`config.mk`:
```
export PLATFORM = sky130hd
export DESIGN_NAME = ehc_top
export DESIGN_NICKNAME = d
export VERILOG_FILES = /design/src/ehc_pkg.sv /design/src/ehc_top.sv
export SDC_FILE = /design/constraint.sdc
export NUM_CORES = 1
export LEC_CHECK = 0
export BUFFER_PORTS_ARGS = -buffer_cell sky130_fd_sc_hd__buf_2
export CAP_MARGIN = 20
export CORE_ASPECT_RATIO = 0.6
export CORE_UTILIZATION = 55
export DETAILED_ROUTE_END_ITERATION = 8
export GPL_TIMING_DRIVEN = 0
export PLACE_DENSITY = 0.74
export SLEW_MARGIN = 20
export SYNTH_ARGS = -nofsm -noshare
export SYNTH_HDL_FRONTEND = slang
export SYNTH_SLANG_ARGS = --single-unit
```
`constraint.sdc`:
```
create_clock -name clk -period 6.9 [get_ports clk]
set_clock_uncertainty 0.15 [all_clocks]
set_input_delay 2.07 -clock clk [delete_from_list [all_inputs] [get_ports clk]]
set_output_delay 2.07 -clock clk [all_outputs]
set_load 0.02 [all_outputs]
```
`src/ehc_pkg.sv`:
```
package ehc_pkg;

   localparam int unsigned CLK_PERIOD_PS = 25000;
   localparam int unsigned SAMP_MIN_NS   = 400;
   localparam int unsigned SAMP_CYC      =
      (SAMP_MIN_NS * 1000 + CLK_PERIOD_PS - 1) / CLK_PERIOD_PS;
   localparam logic [4:0]  SAMP_LAST     = 5'(SAMP_CYC - 1);

   localparam int unsigned CNT_W     = 11;
   localparam logic [10:0] FLUSH_LAST = 11'h3FF;
   localparam logic [9:0]  WIN_S_LAST = 10'h1FF;
   localparam logic [9:0]  WIN_L_LAST = 10'h3FF;
   localparam logic [10:0] CNT_MAX    = 11'h7FF;

   localparam int unsigned WORD_W    = 16;
   localparam logic [4:0]  WORD_FULL = 5'h10;
   localparam int unsigned FIFO_D    = 16;
   localparam logic [1:0]  XOR_LAST  = 2'h3;

   typedef enum logic [3:0] {
      S_SELF  = 4'h1,
      S_WAIT  = 4'h2,
      S_VALID = 4'h4,
      S_DEAD  = 4'h8
   } ehc_stat_e;

   typedef enum logic [2:0] {
      F_SELF = 3'h1,
      F_LIVE = 3'h2,
      F_DEAD = 3'h4
   } ehc_fsm_e;

   typedef enum logic [1:0] {
      C_RAW = 2'h0,
      C_XOR = 2'h1,
      C_VN  = 2'h2
   } ehc_cond_e;

   typedef struct packed {
      logic [CNT_W-1:0] rep_cutoff;
      logic [CNT_W-1:0] win_cutoff;
      logic             win_large;
      logic             rep_fatal;
      ehc_cond_e        cond;
   } ehc_cfg_s;

   typedef struct packed {
      ehc_stat_e         status;
      logic [WORD_W-1:0] data;
   } ehc_seed_s;

endpackage

```
`src/ehc_top.sv`:
```
`timescale 1ns/1ps

module ehc_fifo #(
   parameter int unsigned W = 16,
   parameter int unsigned D = 16
) (
   input  wire logic         clk,
   input  wire logic         resetn,
   input  wire logic         ce,
   input  wire logic         flush,
   input  wire logic         in_valid,
   input  wire logic [W-1:0] in_data,
   output logic              in_ready,
   output logic              out_valid,
   input  wire logic         out_ready,
   output logic [W-1:0]      out_data
);
   localparam int unsigned AW = $clog2(D);

   typedef struct packed {
      logic [D-1:0][W-1:0] mem;
      logic [AW:0]         wp;
      logic [AW:0]         rp;
   } ehc_fifo_s;

   ehc_fifo_s s_r;
   ehc_fifo_s s_nxt;
   logic      full;

   assign full      = (s_r.wp[AW] != s_r.rp[AW]) && (s_r.wp[AW-1:0] == s_r.rp[AW-1:0]);
   assign out_valid = s_r.wp != s_r.rp;
   assign in_ready  = !full;
   assign out_data  = s_r.mem[s_r.rp[AW-1:0]];

   always_comb begin
      s_nxt = s_r;
      if (flush) begin
         s_nxt.wp = '0;
         s_nxt.rp = '0;
      end else begin
         if (in_valid && !full) begin
            s_nxt.mem[s_r.wp[AW-1:0]] = in_data;
            s_nxt.wp = s_r.wp + 1'b1;
         end
         if (out_valid && out_ready) begin
            s_nxt.rp = s_r.rp + 1'b1;
         end
      end
   end

   always_ff @(posedge clk or negedge resetn) begin
      if (!resetn) begin
         s_r <= '0;
      end else if (ce) begin
         s_r <= s_nxt;
      end
   end
endmodule

module ehc_top
   import ehc_pkg::*;
(
   input  wire logic     clk,
   input  wire logic     resetn,
   input  wire logic     ce,
   input  wire logic     noise_in,
   input  wire ehc_cfg_s cfg,
   input  wire logic     rd_req,
   output ehc_seed_s     seed
);
   typedef struct packed {
      logic              sync1;
      logic              sync2;
      logic [4:0]        div;
      logic              have_prev;
      logic              prev;
      logic [CNT_W-1:0]  rep;
      logic [9:0]        win;
      logic              ref_bit;
      logic [CNT_W-1:0]  match;
      logic [CNT_W-1:0]  flush;
      ehc_fsm_e          fsm;
      logic              xacc;
      logic [1:0]        xcnt;
      logic              vfirst;
      logic              vhave;
      logic [WORD_W-1:0] asm_word;
      logic [4:0]        acnt;
      logic              out_valid;
      logic [WORD_W-1:0] out_word;
      ehc_seed_s         seed;
   } ehc_state_s;

   localparam ehc_state_s ST_RST = '{
      fsm:     F_SELF,
      seed:    '{status: S_SELF, data: '0},
      default: '0
   };

   ehc_state_s        s_r;
   ehc_state_s        s_nxt;
   logic              smp_en;
   logic              smp;
   logic              rep_hit;
   logic              win_hit;
   logic              clear;
   logic              bit_v;
   logic              bit_d;
   logic              push;
   logic              f_in_ready;
   logic              f_out_valid;
   logic              f_out_ready;
   logic [WORD_W-1:0] f_out_data;

   function automatic logic [CNT_W-1:0] sat_inc(input logic [CNT_W-1:0] v);
      sat_inc = (v == CNT_MAX) ? v : v + 11'h001;
   endfunction

   assign seed = s_r.seed;

   always_comb begin
      s_nxt   = s_r;
      rep_hit = 1'b0;
      win_hit = 1'b0;
      clear   = 1'b0;
      bit_v   = 1'b0;
      bit_d   = 1'b0;
      // Only the second stage feeds any logic; the first may be metastable.
      s_nxt.sync1 = noise_in;
      s_nxt.sync2 = s_r.sync1;
      smp         = s_r.sync2;
      smp_en    = s_r.div == SAMP_LAST;
      s_nxt.div = smp_en ? 5'h00 : s_r.div + 5'h01;

      if (smp_en && s_r.fsm != F_DEAD) begin
         if (s_r.have_prev && smp == s_r.prev) begin
            s_nxt.rep = sat_inc(s_r.rep);
         end else begin
            s_nxt.rep = 11'h001;
         end
         s_nxt.prev      = smp;
         s_nxt.have_prev = 1'b1;
         rep_hit = (cfg.rep_cutoff != '0) && (s_nxt.rep >= cfg.rep_cutoff);
         if (s_r.win == 10'h000) begin
            s_nxt.ref_bit = smp;
            s_nxt.match   = 11'h001;
         end else if (smp == s_r.ref_bit) begin
            s_nxt.match = sat_inc(s_r.match);
         end
         win_hit = (cfg.win_cutoff != '0) && (s_nxt.match >= cfg.win_cutoff);
         if (s_r.win == (cfg.win_large ? WIN_L_LAST : WIN_S_LAST)) begin
            s_nxt.win = 10'h000;
         end else begin
            s_nxt.win = s_r.win + 10'h001;
         end
      end

      unique case (s_r.fsm)
         F_DEAD: begin
            clear = 1'b1;
         end
         F_SELF, F_LIVE: begin
            if (rep_hit && cfg.rep_fatal) begin
               s_nxt.fsm = F_DEAD;
               clear     = 1'b1;
            end else if (rep_hit || win_hit) begin
               s_nxt.fsm   = F_SELF;
               s_nxt.flush = '0;
               clear       = 1'b1;
            end else if (s_r.fsm == F_SELF && smp_en) begin
               // clean flush run before going live
               s_nxt.flush = s_r.flush + 11'h001;
               if (s_r.flush == FLUSH_LAST) begin
                  s_nxt.fsm   = F_LIVE;
                  s_nxt.flush = '0;
               end
            end
         end
      endcase

      // Samples arriving while a full word waits for FIFO room are not conditioned.
      push = s_r.fsm == F_LIVE && !clear && s_r.acnt == WORD_FULL;
      if (s_r.fsm == F_LIVE && !clear && smp_en && s_r.acnt != WORD_FULL) begin
         unique case (cfg.cond)
            C_XOR: begin
               s_nxt.xacc = s_r.xacc ^ smp;
               s_nxt.xcnt = s_r.xcnt + 2'h1;
               if (s_r.xcnt == XOR_LAST) begin
                  bit_v      = 1'b1;
                  bit_d      = s_r.xacc ^ smp;
                  s_nxt.xacc = 1'b0;
                  s_nxt.xcnt = 2'h0;
               end
            end
            C_VN: begin
               s_nxt.vhave  = !s_r.vhave;
               s_nxt.vfirst = smp;
               if (s_r.vhave && s_r.vfirst != smp) begin
                  // 01 gives 0, 10 gives 1
                  bit_v = 1'b1;
                  bit_d = s_r.vfirst;
               end
            end
            default: begin
               // raw bits pass when no folding is chosen
               bit_v = 1'b1;
               bit_d = smp;
            end
         endcase
      end
      if (bit_v) begin
         s_nxt.asm_word = {s_r.asm_word[WORD_W-2:0], bit_d};
         s_nxt.acnt     = s_r.acnt + 5'h01;
      end
      if (push && f_in_ready) begin
         s_nxt.acnt = 5'h00;
      end

      if (s_r.out_valid && rd_req) begin
         s_nxt.out_valid = 1'b0;
         s_nxt.out_word  = '0;
      end
      if (f_out_valid && f_out_ready) begin
         s_nxt.out_valid = 1'b1;
         s_nxt.out_word  = f_out_data;
      end

      if (clear) begin
         s_nxt.asm_word  = '0;
         s_nxt.acnt      = 5'h00;
         s_nxt.xacc      = 1'b0;
         s_nxt.xcnt      = 2'h0;
         s_nxt.vhave     = 1'b0;
         s_nxt.out_valid = 1'b0;
         s_nxt.out_word  = '0;
      end

      // words carry only the XOR, VN or raw conditioning set by cfg.cond; the consumer must hash them.
      unique case (s_nxt.fsm)
         F_DEAD:  s_nxt.seed.status = S_DEAD;
         F_SELF:  s_nxt.seed.status = S_SELF;
         default: s_nxt.seed.status = s_nxt.out_valid ? S_VALID : S_WAIT;
      endcase
      s_nxt.seed.data = (s_nxt.seed.status == S_VALID) ? s_nxt.out_word : '0;
   end

   assign f_out_ready = s_r.fsm == F_LIVE && !clear && !s_r.out_valid;

   ehc_fifo #(
      .W (WORD_W),
      .D (FIFO_D)
   ) u_fifo (
      .clk       (clk),
      .resetn    (resetn),
      .ce        (ce),
      .flush     (clear),
      .in_valid  (push),
      .in_data   (s_r.asm_word),
      .in_ready  (f_in_ready),
      .out_valid (f_out_valid),
      .out_ready (f_out_ready),
      .out_data  (f_out_data)
   );

   // rep, win and match are the only test counters
   always_ff @(posedge clk or negedge resetn) begin
      if (!resetn) begin
         s_r <= ST_RST;
      end else if (ce) begin
         s_r <= s_nxt;
      end
   end
endmodule

```
Word level (Yosys, flattened, before mapping)
Cells that the tools add are included.
{ "word_totals": {"inputBits": 31, "out_inout_bits": 20, "elab_cells": 173, "ff_bits": 385} }
{ "op_classes": {"n_eq_ne": 23, "n_reduce_logical": 45, "n_lt_le_gt_ge": 5, "add_sub_neg": 9, "n_mux": 49, "bitwise_logic": 3} }
{ "op_table": {"columns": ["operator", "count"], "rows": [
  ["$bwmux W256", 1],
  ["$mux W11", 7],
  ["$bmux W16 S4", 1],
  ["$demux W16 S4", 1],
  ["$mux W16", 3],
  ["$mux W14", 3],
  ["$mux W39", 1],
  ["$mux W17", 2],
  ["$add A11 B1 Y11 const B", 3],
  ["$mux W10", 3],
  ["$mux W5", 5],
  ["$eq A11 B11 Y1 const B", 2],
  ["$ge A11 B11 Y1", 2],
  ["$reduce_bool A11 Y1", 2],
  ["$mux W21", 1],
  ["$add A5 B1 Y5 const B", 4],
  ["$mux W3", 6],
  ["$logic_and A1 B1 Y1", 17],
  ["$reduce_and A3 Y1", 5],
  ["$reduce_bool A2 Y1", 7],
  ["$eq A11 B10 Y1 const B", 1],
  ["$add A10 B1 Y10 const B", 1],
  ["$eq A10 B10 Y1", 1],
  ["$logic_not A10 Y1", 1],
  ["other kinds (29)", 54]
]} }

Depth between registers and ports, before layout
{ "depth": {"depth_word": 24, "depth_mapped": 18, "mapped_depth_nobuf": 16} }

Modules after synthesis
Synthesis repeated with hierarchy kept, for this count alone.
{ "unflattened": {"cells_unflattened": 1491, "area_unflattened_um2": 19271.0} }
{ "modules_own_cells": {"columns": ["mod", "cells_per_inst", "instances", "seq_area_each_um2", "area_per_inst_um2"], "rows": [
  ["ehc_fifo", 796, 1, 6656.4, 12480.7],
  ["ehc_top", 695, 1, 2980.4, 6790.3]
]} }

Least setup slack after synthesis
Ideal clock, no wire load.
{ "synth_timing": {"kind": "input to register", "start": "input cfg[25] (netlist name)", "end": "register u_fifo.s_r[100] (netlist name)", "slack_ps": 2195, "stages": 11, "t_arrival_ps": 4430, "setup_time_ps": 125, "path_buffers": 2, "t_required_ps": 6625, "cell_sequence": "inv_1 -> ha_1 -> a21o_1 -> a311oi_1 -> o2111ai_1 -> nor3b_2 -> nor4b_4 -> and3_1 -> buf_2 -> buf_4 -> mux2_2"} }
{ "synth_between": {"elab_chain_len": 12, "word_cells_on_any_way": 15, "cone_classes": "order compare (1); mux (4); bitwise (1); reduce/logical (9)"} }
{ "synth_rtl": {"columns": ["item", "line_no", "rtl"], "rows": [
  ["start: declaration", "ehc_top.sv:67", "input wire ehc_cfg_s cfg,"],
  ["$ge A11 B11 Y1 / $reduce_bool A11 Y1 (equally long branches)", "ehc_top.sv:143", "rep_hit = (cfg.rep_cutoff != '0) && (s_nxt.rep >= cfg.rep_cutoff);"],
  ["$logic_and A1 B1 Y1 *", "ehc_top.sv:143", null],
  ["$mux W1 *", "ehc_top.sv:135", "if (smp_en && s_r.fsm != F_DEAD) begin"],
  ["$logic_or A1 B1 Y1", "ehc_top.sv:166", "end else if (rep_hit || win_hit) begin"],
  ["$mux W1", "ehc_top.sv:166", null],
  ["$mux W1 *", "ehc_top.sv:163", "if (rep_hit && cfg.rep_fatal) begin"],
  ["$pmux W1 S2 *", "ehc_top.sv:158", "unique case (s_r.fsm)"],
  ["$logic_not A1 Y1", "ehc_top.sv:182", "push = s_r.fsm == F_LIVE && !clear && s_r.acnt == WORD_FULL;"],
  ["$logic_and A1 B1 Y1 (2 in series)", "ehc_top.sv:182", null],
  ["$logic_and A1 B1 Y1", "ehc_top.sv:41", "if (in_valid && !full) begin"],
  ["$reduce_and A3 Y1 (no source line) *", null, null],
  ["end signal: assignment", "ehc_top.sv:55", "s_r <= s_nxt;"],
  ["end: declaration", "ehc_top.sv:26", "ehc_fifo_s s_r;"]
]} }
Mark *: on every way between the ends. The rest lies on a longest branch, timed or not.
A chain may end at the register's enable or synchronous reset.

Worst setup path in the final report
{ "layout_timing": {"start": "register s_r[93] (netlist name)", "end": "register s_r[35] (netlist name)"} }
{ "layout_between": {"elab_chain_len": 16} }
{ "layout_rtl": {"columns": ["item", "line_no", "rtl"], "rows": [
  ["start: declaration", "ehc_top.sv:100", "ehc_state_s s_r;"],
  ["start signal: assignment", "ehc_top.sv:270", "s_r <= s_nxt;"],
  ["$logic_not A10 Y1 *", "ehc_top.sv:144", "if (s_r.win == 10'h000) begin"],
  ["$mux W11 *", "ehc_top.sv:144", null],
  ["$mux W11 *", "ehc_top.sv:135", null],
  ["$ge A11 B11 Y1 *", "ehc_top.sv:150", "win_hit = (cfg.win_cutoff != '0) && (s_nxt.match >= cfg.win_cutoff);"],
  ["$logic_and A1 B1 Y1 *", "ehc_top.sv:150", null],
  ["$mux W1 *", "ehc_top.sv:135", null],
  ["$logic_or A1 B1 Y1 *", "ehc_top.sv:166", null],
  ["$mux W1 *", "ehc_top.sv:166", null],
  ["$mux W1 *", "ehc_top.sv:163", null],
  ["$pmux W1 S2 *", "ehc_top.sv:158", null],
  ["$logic_not A1 Y1", "ehc_top.sv:247", "assign f_out_ready = s_r.fsm == F_LIVE && !clear && !s_r.out_valid;"],
  ["$logic_and A1 B1 Y1 (2 in series)", "ehc_top.sv:247", null],
  ["$logic_and A1 B1 Y1", "ehc_top.sv:223", "if (f_out_valid && f_out_ready) begin"],
  ["$mux W17", "ehc_top.sv:223", null],
  ["$mux W39 *", "ehc_top.sv:228", "if (clear) begin"]
]} }
Mark *: on every way between the ends. The rest lies on a longest branch, timed or not. The select of a mux whose other input is x is not followed.

==> metrics.txt <==
Num CTS Buffers 36; DRC violations left 0; Max transition margin between 30% and 40%; Clock transition at path regs 0.06 ns; final worst path period share 77.1%; sequential area share after synthesis 49.4%; Placement Setup Slack 1.63 ns; Final WS setup 1.58 ns; first-pass GRT wire length 73.5 mm; Mapped Avg Cell Area between 10 and 15 um2; GP Congestion just under 0.9; WP data arrival 5.55 ns; Initial Util between 50% and 60%; vias 12,500; largest cells by area after synthesis dfrtp_1, mux2_4, mux2_2; PwrDens ~220 mW/mm2; post-synth top area share 49.1%; Slew Viols, Final 0; DRT antenna net count 0; CP max stage delay a little over 0.8 ns; Hold WC Path Type register to register; Via density 6.16; total track usage 26.4%; Clock Tree Buf Depth 3; library cells used by synthesis 73; CP startpoint kind register; Worst IR Drop VDD about 0.14 mV; WP buf/inv 3; P_leak about 10 nW; actual slew at the worst max-slew pin 1.00 ns; number of global-route vias before repair approximately 12,000; post-route cell area 0.0217 mm2; Final setup violation count 0; synthesis warning total 0; register area 0.00964 mm2; Multi-input gate area 0.00906 mm2; Synth Cell Area 0.0195 mm2; CTS resizes 0; TritonCTS Sinks 385; Skew-Pair Late Insertion Delay 0.53 ns; Setup CP Type register to register; H-tree depth 2; io pins 51; chip width 245 um; Layout area overhead 11.2%; root buf cell clkbuf_16; Max stage delay cell, worst path nor4_1; Combinational Power Share 6.5%; unrepaired setup endpoints after global routing false; total wire length 46.3 mm; R2R Setup Slk 1.58 ns; Max Fclk 188 MHz; largest area contributor in the netlist dfrtp_1; Switching Share 23.5%; die area 0.0363 mm2; Clk network pwr share 44.2%; syn_nets 1,515; Post-synth EDFFs 0; Largest delay share family, worst path simple AND/OR/NAND/NOR gates; Core Util, Final 62.1%; Critical Path Fanout Max 10; DR pass1 iterations 5; prevailing post-synth register cell dfrtp_1; Worst Setup End Kind register; Max Cap Viol 0; CTS tree done; nets@finish between 1,500 and 2,000; IO Port Bufs 50; cell area after placement 0.0205 mm2; crit path cell chain or4_1 -> nor4_1 -> clkbuf_1 -> nor2_1 -> ha_1 -> nand2_1 -> o21ai_0 -> a21oi_1 -> a21oi_4 -> buf_2 -> nor3_1 -> nand2_1 -> clkbuf_1 -> o2bb2ai_1; outcome complete, no violations; chip height between 100 and 150 um; GRT overflow 0; WL per Instance ~23 um; Final min period 5.32 ns; core area 0.0349 mm2; CP required ~7.1 ns; switching power approximately 1.1 mW; P_int 3.64 mW; flop and latch count out of synthesis slightly below 400; share of layout cells above drive strength 1 between 30% and 40%; dpl hpwl 33.2 mm; antenna violations before repair 0; FILL cells 2,649; antenna fix cells 0; Synth Instances 1,446; part of the power in registers roughly half; largest net degree at the start of global routing 85; final hold slack 0.331 ns; Final Hold Viols 0; cts hold-fix bufs 0; DR iter-0 viols 1,000; ys async rst share 100%; # rows 53; postcts setup bufs 0
==> tightest hold or removal path, cell delays in order (launching register included) <==
cell     delay [ns]
dfstp_2        0.37
inv_1          0.04
o21ai_0        0.07
==> kinds of logic after synthesis <==
kind of cell	share of synthesized area, %
adders and majority gates	2.44
muxes	26.7
DFF	49.4
xor gates and xnor gates	1.30
buffers and inverters	4.19
and+or+nand+nor	8.06
AOI/OAI and AO/OA	7.92
==> state kept, by name, indices dropped and copies added (netlist names) <==
signal,cells
s_nxt,1
s_r,97
seed,20
smp,1
u_fifo.s_r,266
==> layout make-up <==
class	count	area share (%)
tap	467	2.69
clock inverter	14	1.04
buffer	113	3.04
inverter	42	0.727
clock buffer	47	4.58
multi-input combinational	906	41.8
sequential	385	44.4
timing repair buffer	55	1.73
==> cell usage in the layout, fill, tap and decap left out, types with 38 or more instances in the layout <==
cell / n
inv_1: 42
buf_2: 68
o21ai_0: 39
nor2_1: 49
mux2_2: 128
mux2_4: 139
clkbuf_1: 54
ha_1: 38
nand2_1: 93
dfrtp_1: 383
mux4_2: 64
==> routing by layer <==
| layer | GRT usage, % | vias to the layer above | wire [um] |
|---|---|---|---|
| met5 | 0 | - | 0 |
| met4 | 4.25 | 0 | 541 |
| met3 | 6.57 | 55 | 3840 |
| met2 | 34.2 | 390 | 18300 |
| met1 | 44.2 | 6555 | 23600 |
| li1 | - | 5496 | - |
==> stage by stage <==
step | total power, mW | instances | TNS, ns
finish | 4.76 | 2029 | 0
global route | 4.93 | 2029 | 0
CTS | 4.79 | 2028 | 0
detailed placement | 2.69 | 1967 | 0
global placement | 2.67 | 1963 | -1447.12
floorplan | 2.56 | 1446 | 0
==> path summary, 6_finish.rpt <==
check	start	end	cells past startpoint
min in group asynchronous	resetn	s_r[79]	1
max reg2reg	s_r[93]	s_r[35]	14
max in group asynchronous	resetn	u_fifo.s_r[49]	4
min	seed[16]	seed[16]	2
min reg2reg	seed[16]	seed[16]	2
max	s_r[93]	s_r[35]	14
==> cells in the mapped netlist (6+ instances only) <==
library cell / n
ha_1: 38
xnor2_1: 12
a22o_1: 34
a21oi_1: 33
o21ai_0: 39
buf_1: 7
nand2b_1: 8
a221o_1: 16
clkbuf_1: 47
nor2b_1: 6
and3_1: 8
mux2i_1: 24
mux2_2: 128
nor4_1: 11
nand3_4: 14
dfrtp_1: 383
o2bb2ai_1: 32
buf_6: 15
or3_1: 7
and2_1: 6
nor3_1: 14
o31ai_1: 9
inv_1: 42
nor2_1: 49
buf_2: 19
mux2_4: 139
xor2_1: 17
nand3_1: 26
buf_4: 23
nand2_1: 93
mux4_2: 64
nand4_1: 13
==> power by group through the flow <==
stage	Combinational (mW)	Sequential, mW	Clock, mW
6_report	0.311	2.34	2.10
5_1_grt	0.351	2.35	2.23
4_1_cts	0.309	2.34	2.14
3_5_place_dp	0.307	2.38	0
3_3_place_gp	0.287	2.38	0
2_1_floorplan	0.184	2.37	0
(Power assumes the default switching activity.)
